**src/verilog/dwc_params.svh**
```systemverilog
// Functional notes
// Acknowledge address byte, write bit, on match.
// Acknowledge command byte on clock eighteen.
// Acknowledge data byte on clock twenty-seven.
// Commands 11h, 12h, 13h select A, B, both.
// Register B command loads data into wiper B.
// Wiper B code maps linearly low to high.
// Both command writes same byte to both.
// Both wipers reset to 80h midscale.
// Eighth address bit one is no-operation; no readback.
// Address is 0101 plus three strap inputs.
// Wiper A code maps linearly low to high.
// Written data drives the tap immediately.
// Unknown command or short frame changes nothing.
`ifndef DWC_PARAMS_SVH
`define DWC_PARAMS_SVH
// Fixed upper four bits of the slave address.
`define DWC_ADDR_HI     4'h5
// Value of the write-or-noop bit that asks for a write.
`define DWC_WRITE_BIT   1'b0
// Wiper position after reset, the midscale tap.
`define DWC_WIPER_RST   8'h80
// Cleared shift and command byte after reset.
`define DWC_BYTE_CLR    8'h00
// Command codes.
`define DWC_CMD_A       8'h11
`define DWC_CMD_B       8'h12
`define DWC_CMD_AB      8'h13
// Bit counter landmarks within one nine-clock byte slot.
`define DWC_CNT_ZERO    4'h0
`define DWC_CNT_ONE     4'h1
`define DWC_BYTE_BITS   4'h8
`define DWC_ACK_SLOT    4'h9
`endif

```
**src/verilog/dwc_pkg.sv**
```systemverilog
package dwc_pkg;

  // Frame phase; Gray coded along idle, address, command, data, done.
  typedef enum logic [2:0]
  {
    DWC_IDLE   = 3'h0,
    DWC_ADDR   = 3'h1,
    DWC_CMD    = 3'h3,
    DWC_DATA   = 3'h2,
    DWC_DONE   = 3'h6,
    DWC_IGNORE = 3'h7
  } dwc_phase_e;

  // Bus and strap levels that arrive from outside the clock domain.
  typedef struct packed
  {
    logic       scl;
    logic       sda;
    logic [2:0] strap;
  } dwc_pins_s;

  // Two-stage synchroniser state.
  typedef struct packed
  {
    dwc_pins_s first;
    dwc_pins_s second;
  } dwc_sync_s;

  // Whole state of the command decoder.
  typedef struct packed
  {
    dwc_phase_e phase;
    logic [3:0] bit_cnt;
    logic [7:0] shift;
    logic [7:0] cmd;
    logic       noop;
    logic       scl_d;
    logic       sda_d;
    logic       sda_oe;
    logic       sda_out;
    logic [7:0] wiper_a;
    logic [7:0] wiper_b;
  } dwc_state_s;

endpackage

```
**src/verilog/dwc_top.sv**
```systemverilog
`timescale 1ns/10ps
`include "dwc_params.svh"
module dwc_top
  import dwc_pkg::*;
(
  input  wire logic       ref_clk,
  input  wire logic       arst_n,
  input  wire logic       clk_en,
  input  wire logic       scl_in,
  input  wire logic       sda_in,
  output logic            sda_out,
  output logic            sda_oe,
  input  wire logic       addr_strap_high,
  input  wire logic       addr_strap_mid,
  input  wire logic       addr_strap_low,
  output logic [7:0]      wiper_a_pos,
  output logic [7:0]      wiper_b_pos
);

  dwc_pins_s  pins_raw;  // Pin levels as they arrive.
  dwc_pins_s  pins;      // Pin levels after synchronisation.
  dwc_state_s cur_ff;    // Registered decoder state.
  dwc_state_s nxt_state; // Next decoder state.
  logic       scl_rise;  // Clock line went high.
  logic       scl_fall;  // Clock line went low.
  logic       bus_start; // Data fell while clock was high.
  logic       bus_stop;  // Data rose while clock was high.
  logic       addr_ok;   // Received address names this device.
  logic [1:0] sel;       // Wipers chosen by the held command, B in bit 1.

  // Decodes a command byte into the pair of wipers it selects.
  function automatic logic [1:0] wiper_select(input logic [7:0] cmd);
    logic [1:0] res;
    res = 2'h0;
    case (cmd)
      `DWC_CMD_A:  res = 2'h1;
      `DWC_CMD_B:  res = 2'h2;
      `DWC_CMD_AB: res = 2'h3;
      default:     res = 2'h0;
    endcase
    return res;
  endfunction

  // Pins are bundled and passed through the synchroniser.
  assign pins_raw = '{scl: scl_in, sda: sda_in,
                      strap: {addr_strap_high, addr_strap_mid, addr_strap_low}};

  dwc_sync u_sync
  (
    .ref_clk    (ref_clk),
    .arst_n     (arst_n),
    .clk_en     (clk_en),
    .pins_async (pins_raw),
    .pins_sync  (pins)
  );

  // Edges and bus conditions are found from the current and previous samples.
  assign scl_rise  = pins.scl & ~cur_ff.scl_d;
  assign scl_fall  = ~pins.scl & cur_ff.scl_d;
  assign bus_start = pins.scl & cur_ff.scl_d & cur_ff.sda_d & ~pins.sda;
  assign bus_stop  = pins.scl & cur_ff.scl_d & ~cur_ff.sda_d & pins.sda;
  assign addr_ok   = (cur_ff.shift[7:1] == {`DWC_ADDR_HI, pins.strap});
  assign sel       = wiper_select(cur_ff.cmd);

  // Frame decoder: shifts bits on clock rises, acts on clock falls.
  always_comb
  begin
    nxt_state       = cur_ff;
    nxt_state.scl_d = pins.scl;
    nxt_state.sda_d = pins.sda;
    if (bus_start)
    begin
      // A start, repeated or not, abandons any partial frame.
      nxt_state.phase   = DWC_ADDR;
      nxt_state.bit_cnt = `DWC_CNT_ZERO;
      nxt_state.sda_oe  = 1'b0;
    end
    else if (bus_stop)
    begin
      // A stop always frees the data line.
      nxt_state.phase   = DWC_IDLE;
      nxt_state.bit_cnt = `DWC_CNT_ZERO;
      nxt_state.sda_oe  = 1'b0;
    end
    else
    begin
      case (cur_ff.phase)
        DWC_ADDR, DWC_CMD, DWC_DATA:
        begin
          if (scl_rise && (cur_ff.bit_cnt < `DWC_BYTE_BITS))
          begin
            // Bits arrive most significant first.
            nxt_state.shift   = {cur_ff.shift[6:0], pins.sda};
            nxt_state.bit_cnt = cur_ff.bit_cnt + `DWC_CNT_ONE;
          end
          else if (scl_fall && (cur_ff.bit_cnt == `DWC_BYTE_BITS))
          begin
            // Eighth bit done: decide on the acknowledge slot.
            nxt_state.bit_cnt = `DWC_ACK_SLOT;
            case (cur_ff.phase)
              DWC_ADDR:
              begin
                if (addr_ok)
                begin
                  nxt_state.sda_oe = 1'b1;
                  nxt_state.noop   = (cur_ff.shift[0] != `DWC_WRITE_BIT);
                end
                else
                begin
                  // Another device is addressed; stay off the bus.
                  nxt_state.phase   = DWC_IGNORE;
                  nxt_state.bit_cnt = `DWC_CNT_ZERO;
                end
              end
              DWC_CMD:
              begin
                nxt_state.cmd    = cur_ff.shift;
                nxt_state.sda_oe = 1'b1;
              end
              default:
              begin
                // Data byte complete: write the chosen wipers at once.
                nxt_state.sda_oe = 1'b1;
                if (sel[0])
                begin
                  nxt_state.wiper_a = cur_ff.shift;
                end
                if (sel[1])
                begin
                  nxt_state.wiper_b = cur_ff.shift;
                end
              end
            endcase
          end
          else if (scl_fall && (cur_ff.bit_cnt == `DWC_ACK_SLOT))
          begin
            // Acknowledge clock ended: release data, move to the next phase.
            nxt_state.sda_oe  = 1'b0;
            nxt_state.bit_cnt = `DWC_CNT_ZERO;
            case (cur_ff.phase)
              DWC_ADDR: nxt_state.phase = cur_ff.noop ? DWC_IGNORE : DWC_CMD;
              DWC_CMD:  nxt_state.phase = DWC_DATA;
              default:  nxt_state.phase = DWC_DONE;
            endcase
          end
        end
        default:
        begin
          // Idle, done and ignore wait for the next start or stop.
          nxt_state.phase = cur_ff.phase;
        end
      endcase
    end
  end

  // State register; the clock enable freezes everything.
  always_ff @(posedge ref_clk or negedge arst_n)
  begin
    if (!arst_n)
    begin
      cur_ff <= '{phase: DWC_IDLE, bit_cnt: `DWC_CNT_ZERO, shift: `DWC_BYTE_CLR,
                  cmd: `DWC_BYTE_CLR,
                  noop: 1'b0, scl_d: 1'b1, sda_d: 1'b1, sda_oe: 1'b0, sda_out: 1'b0,
                  wiper_a: `DWC_WIPER_RST, wiper_b: `DWC_WIPER_RST};
    end
    else if (clk_en)
    begin
      cur_ff <= nxt_state;
    end
  end

  // Every output is a field of the state register.
  assign sda_out     = cur_ff.sda_out;
  assign sda_oe      = cur_ff.sda_oe;
  assign wiper_a_pos = cur_ff.wiper_a;
  assign wiper_b_pos = cur_ff.wiper_b;
endmodule

```
**src/verilog/dwc_sync.sv**
```systemverilog
`timescale 1ns/10ps
module dwc_sync
  import dwc_pkg::*;
(
  input  wire logic      ref_clk,
  input  wire logic      arst_n,
  input  wire logic      clk_en,
  input  wire dwc_pins_s pins_async,
  output dwc_pins_s      pins_sync
);

  dwc_sync_s cur_ff;   // Registered synchroniser state.
  dwc_sync_s nxt_sync; // Next synchroniser state.

  // The first stage feeds only the second stage.
  always_comb
  begin
    nxt_sync        = cur_ff;
    nxt_sync.first  = pins_async;
    nxt_sync.second = cur_ff.first;
  end

  // Both stages reset to an idle bus with all straps low.
  always_ff @(posedge ref_clk or negedge arst_n)
  begin
    if (!arst_n)
    begin
      cur_ff <= '{first: '{scl: 1'b1, sda: 1'b1, strap: 3'h0},
                  second: '{scl: 1'b1, sda: 1'b1, strap: 3'h0}};
    end
    else if (clk_en)
    begin
      cur_ff <= nxt_sync;
    end
  end

  // Only the second stage leaves the module.
  assign pins_sync = cur_ff.second;

endmodule

```
**config.mk**
```make
export PLATFORM = sky130hd
export DESIGN_NAME = dwc_top
export DESIGN_NICKNAME = d
export VERILOG_FILES = /design/src/verilog/dwc_pkg.sv /design/src/verilog/dwc_top.sv /design/src/verilog/dwc_sync.sv
export VERILOG_INCLUDE_DIRS = /design/src /design/src/verilog
export SDC_FILE = /design/constraint.sdc
export NUM_CORES = 1
export LEC_CHECK = 0
export BUFFER_PORTS_ARGS = -buffer_cell sky130_fd_sc_hd__buf_2
export CAP_MARGIN = 40
export CORE_AREA = 4 4 84 86
export DETAILED_ROUTE_END_ITERATION = 10
export DIE_AREA = 0 0 88 90
export GPL_TIMING_DRIVEN = 0
export PLACE_DENSITY = 0.69
export SYNTH_ARGS = -nofsm -noshare
export SYNTH_HDL_FRONTEND = slang
export SYNTH_SLANG_ARGS = --single-unit
```
**constraint.sdc**
```tcl
create_clock -name ref_clk -period 2.8 [get_ports ref_clk]
set_clock_uncertainty 0.1 [all_clocks]
set_input_delay 0.56 -clock ref_clk [delete_from_list [all_inputs] [get_ports ref_clk]]
set_output_delay 0.56 -clock ref_clk [all_outputs]
set_load 0.03 [all_outputs]
```
## After elaboration in Yosys (flattened, before gate mapping)

Index checks and enable logic that the tools add are counted.

| word-level totals | value |
|---|---|
| bits in registers | 53 |
| input bits | 8 |
| output and inout bits | 18 |

| operators by class | value |
|---|---|
| $add $sub $neg | 1 |
| $lt $le $gt $ge | 1 |
| eq/ne operators | 13 |
| multiplexer cells | 27 |
| bitwise gates (word level) | 15 |
| reduce and logical (&&, ||, !) cells | 16 |

Operators with widths:

| kind | count |
|---|---|
| two-way mux 7 bit | 6 |
| == test 8 x 5 -> 1 bit (second input constant) | 3 |
| AND reduction 8 bit | 3 |
| two-way mux 21 bit | 1 |
| two-way mux 9 bit | 2 |
| two-way mux 8 bit | 2 |
| two-way mux 1 bit | 10 |
| AND reduction 5 bit | 2 |
| two-way mux 3 bit | 3 |
| == test 4 bit (second input constant) | 2 |
| NOT 1 bit | 8 |
| AND 1 bit | 7 |
| == test 7 x 6 -> 1 bit | 1 |
| AND reduction 7 bit | 1 |
| == test 3 x 2 -> 1 bit (second input constant) | 2 |
| case mux 2 bit (3 select lines) | 1 |
| case mux 3 bit (2 select lines) | 1 |
| AND reduction 6 bit | 1 |
| inequality test 5 bit (second input constant) | 1 |
| nonzero test 5 bit | 1 |
| adder 4 x 1 -> 4 bit (second input constant) | 1 |
| < comparator 4 bit (second input constant) | 1 |
| two-way mux 4 bit | 1 |
| inequality test 4 x 3 -> 1 bit (second input constant) | 1 |
| 9 further kinds | 11 |

## Depth between registers and ports, before layout

| logic depth | value |
|---|---|
| word-level depth | 9 |
| depth in mapped cells | 6 |

## Modules after synthesis

A second synthesis with hierarchy kept.

| second synthesis, totals | value |
|---|---|
| cells, all modules | 197 |
| area, all modules | 2667.6 um^2 |

By module, submodules not included:

| module | times used | cells each | area each (um^2) |
|---|---|---|---|
| dwc_top | 1 | 171 | 2213.4 |
| dwc_sync | 1 | 26 | 454.2 |

## Worst setup path before layout

No wires, ideal clock.

| path | value |
|---|---|
| kind | reg2reg |
| start | reg cur_ff[23] (netlist bit) |
| end | reg cur_ff, in the netlist wiper_a_pos[0] |
| library setup time | 0.125 ns |
| data arrival time | 1.737 ns |
| data required time | 2.575 ns |
| slack | 0.838 ns |
| stages on the path, launching flop included | 5 |
| path through | dfrtp_1 > or4b_1 > nor4_4 > nand4_2 > mux2_2 |

| on the way | value |
|---|---|
| cells in the longest elaborated chain, start to end | 3 |
| elaborated cells on any way between the ends | 5 |
| those cells by class | eq/ne: 3; mux: 1; reduce/logical: 1 |

RTL lines:

| item | line | RTL |
|---|---|---|
| start: declaration | dwc_top.sv:22 | `dwc_state_s cur_ff;` |
| start signal: assignment | dwc_top.sv:161 | `` cur_ff <= '{phase: DWC_IDLE, bit_cnt: `DWC_CNT_ZERO, shift: `DWC_BYTE_CLR, `` |
| start signal: assignment | dwc_top.sv:168 | `cur_ff <= nxt_state;` |
| == test 8 x 5 -> 1 bit | dwc_top.sv:35 | `case (cmd)` |
| case mux 2 bit (3 select lines) * | dwc_top.sv:35 |  |
| AND reduction 8 bit (no line) * | - |  |

Mark *: on every way between the ends. The rest lies on a longest branch, timed or not.
A chain may end at the register's enable or synchronous reset.

## Final worst setup path

| path | value |
|---|---|
| start | reg u_sync.cur_ff, in the netlist u_sync.pins_sync[4] |
| end | reg cur_ff[29] (netlist bit) |

| on the way | value |
|---|---|
| cells in the longest elaborated chain, start to end | 5 |
| elaborated cells on any way between the ends | 10 |
| those cells by class | bitwise: 8; reduce/logical: 2 |

RTL lines:

| item | line | RTL |
|---|---|---|
| start: declaration | dwc_sync.sv:12 | `dwc_sync_s cur_ff;` |
| start signal: assignment | dwc_sync.sv:28 | `cur_ff <= '{first: '{scl: 1'b1, sda: 1'b1, strap: 3'h0},` |
| start signal: assignment | dwc_sync.sv:33 | `cur_ff <= nxt_sync;` |
| AND 1 bit | dwc_top.sv:60, dwc_top.sv:61 |  |
| AND 1 bit, on equally long branches (2 in series) | dwc_top.sv:61, dwc_top.sv:60 |  |
| NOT 1 bit (no line) | - |  |
| AND reduction 5 bit (no line) * | - |  |

Marked as above.

==> flow_summary.json <==
{
  "status": "complete, no violations",
  "total_power_mw": 1.42,
  "fin_hold_ws_ns": 0.102,
  "required_ns": 2.89,
  "worst_slew_pin_slew_ns": 0.777,
  "dp_hpwl_um": 2940,
  "startpoint_type": "flop",
  "setup_viol": 0,
  "fmax_mhz": 436,
  "hp-class": "in -> async",
  "cts_root_buf": "clkbuf_8",
  "synth_top_area_share_pct": 45.2,
  "fin_util_pct": 44.8,
  "synthesis.nets": 194,
  "p_int_mw": 1.05,
  "fin_tns_setup_ns": 0,
  "p_switching_mw": 0.362,
  "place_congestion": 0.835,
  "pwr-share-comb_pct": 9.6,
  "synth_area_leader_cell": "dfrtp_1",
  "route.detailed.drc": 0,
  "r2r-start": "u_sync.pins_sync[4]",
  "num_antenna_cells": 0,
  "max_cap_viol_count": 0,
  "synth-seq-cells": 53,
  "slew_headroom_pct": 48.1,
  "rows": 29,
  "seq_area_frac_synth_pct": 53.7,
  "grt.overflow.total": 0,
  "period_share_pct": 81.9,
  "path_max_fanout": 8,
  "wl_per_cell_um": 14.0,
  "cts.sink_count": 53,
  "rsz0062_at_grt": "false",
  "layout-drive-gt1-share_pct": 51.2,
  "placed_area_um2": 2720,
  "async_flop_share_pct": 100,
  "cts_resized": 0,
  "die_w_um": 88,
  "postSynthCellCount": 183,
  "power_frac_seq_pct": 59.5,
  "finalHoldViolCount": 0,
  "finalCriticalPeriod_ns": 2.29,
  "end_kind": "flop",
  "timing.rr.end": "cur_ff[29]",
  "cp_slowest_cell": "nor3b_1",
  "grt_max_degree": 34,
  "ys.flop_type": "dfrtp_1",
  "p_clk_share_pct": 30.9,
  "place_ws_ns": 0.379,
  "peakVddDrop_uv": 309,
  "grt_pass1_vias": 1452,
  "worst_slack_ns": 0.506,
  "core_area_um2": 6280,
  "clkLatencyLatePin_ns": 0.30,
  "post-place-cells": 284,
  "stdcell_area_um2": 2810,
  "grt_antenna_before_repair": 0,
  "fin_cells": 292,
  "antenna_left": 0,
  "synth_area_um2": 2490,
  "p_leak_nw": 1.39,
  "vias": 1489,
  "io_pins": 26,
  "clk_pin_slew_worst_paths_ns": 0.10,
  "die-area_um2": 7920,
  "io_buffers": 23,
  "switching_share_pct": 25.6,
  "finalMaxSlewViolations": 0,
  "critical_path.max_stage_delay_ns": 0.66,
  "worstSetupStartpoint": "u_sync.pins_sync[4]",
  "drt-initial-drc-count": 64,
  "arrival_ns": 2.39,
  "grt_pass1_wl_um": 7000,
  "p_per_area_nw_per_um2": 503,
  "crit_type": "reg -> reg",
  "area_growth_pct": 13.1,
  "synth_cell_types": 41,
  "wl_um": 4100,
  "post-cts-setup-buffer-count": 0,
  "ctsHoldBuffers": 0,
  "cts_tree": "done",
  "numCtsBuffers": 5,
  "h-tree-depth": 2,
  "synth_warnings": 0,
  "cts_buffer_depth": 2,
  "die_y_um": 90,
  "drtPass1Iterations": 4,
  "synth-edff-count": 0,
  "cp-endpoint": "cur_ff[29]",
  "grtUsageTotal_pct": 11.1,
  "synthTopCellsByArea": "dfrtp_1 (45%), mux2_2 (20%), dfstp_2 (8.4%)",
  "r2r_cells": 3,
  "start_util_pct": 39.6,
  "viasPerCell": 5.10,
  "nets": 225,
  "synth_area_per_cell_um2": 13.6,
  "path_cells": "nor3b_1 > nand2_1 > mux2_2",
  "rrSetupSlack_ns": 0.51
}
worst max-delay path, delay by kind of cell, from the launching register on:
| kind | cells | cell delay, ns |
|---|---|---|
| flops | 1 | 0.58 |
| mux | 1 | 0.39 |
| simple gates | 2 | 1.13 |
placed cells by master (no fill, tap or decap), types with 2 or more instances in the layout:
| cell type | Yosys | routed |
|---|---|---|
| clkbuf_1 | 4 | 4 |
| nand2_1 | 4 | 4 |
| nand4_1 | 2 | 2 |
| nand4_2 | 3 | 3 |
| nor3b_1 | 3 | 3 |
| nand2b_1 | 2 | 2 |
| buf_2 | 0 | 23 |
| clkbuf_8 | 0 | 5 |
| o21a_1 | 2 | 2 |
| xnor2_1 | 4 | 4 |
| o2bb2ai_1 | 2 | 2 |
| ha_1 | 3 | 3 |
| nor3_1 | 2 | 2 |
| and2_1 | 2 | 2 |
| buf_4 | 17 | 17 |
| o21ai_0 | 6 | 6 |
| a32o_1 | 2 | 2 |
| inv_1 | 3 | 3 |
| dfstp_2 | 8 | 8 |
| a22o_1 | 3 | 3 |
| mux2_2 | 45 | 45 |
| dfrtp_1 | 45 | 45 |
sequential cells by signal, indices dropped and copies added (netlist names):
| register | flops |
|---|---|
| cur_ff | 26 |
| sda_oe | 1 |
| u_sync.cur_ff | 5 |
| u_sync.pins_sync | 5 |
| wiper_b_pos | 8 |
| wiper_a_pos | 8 |
synth_stat cells, drive strengths merged (2+ instances only):
cell type / number
and2: 2
dfstp: 8
a32o: 2
dfrtp: 45
o2bb2ai: 2
buf: 17
nand2b: 2
nand2: 4
xnor2: 4
inv: 3
nor3: 2
clkbuf: 4
nand4: 5
o21a: 2
mux2: 45
ha: 3
a22o: 3
nor3b: 3
o21ai: 6
power by group through the flow:
stage	logic [mW]	clock network [mW]	registers, mW
3_5_place_dp	0.139	0	0.858
2_1_floorplan	0.0804	0	0.864
5_1_grt	0.149	0.492	0.850
4_1_cts	0.138	0.454	0.844
3_3_place_gp	0.132	0	0.857
6_report	0.136	0.437	0.843
how the worst min path moves through the flow:
stage	from	cells after the start	slack [ns]	end
final	arst_n	1	0.10	cur_ff[37]
after global routing	arst_n	1	0.14	cur_ff[20]
after CTS	arst_n	1	0.12	cur_ff[20]
after detailed placement	sda_oe	1	0.38	sda_oe
after global placement	sda_oe	1	0.37	sda_oe
after floorplan	arst_n	0	0.16	cur_ff[20]
cells by family after synthesis:
kind of cell | after synthesis | share of synthesized area (%)
simple gates | 28 | 8.80
xor+xnor | 4 | 1.41
mux | 45 | 20.4
compound gates | 25 | 7.89
fa+ha+maj | 3 | 1.51
other cells | 1 | 0.151
flops | 53 | 53.7
buf+inv | 24 | 6.18
layer usage:
metal,vias up,global-route usage (%),share of wire (%)
li1,718,-,-
met1,735,15.5,47
met2,32,16.9,47
met3,4,2.56,4.0
met4,0,3.45,1.0
met5,-,0,0
layout make-up:
cell class              count  area [um^2]
plain buffers              21          143
clock buffers               5         68.8
clock inverters             3         25.0
fillers                   577         3460
inverters                   3         11.3
multi-input cells         106          998
flip-flops and latches     53         1340
well taps                  77         96.3
repair buffers             24          135
(Power assumes the default switching activity.)
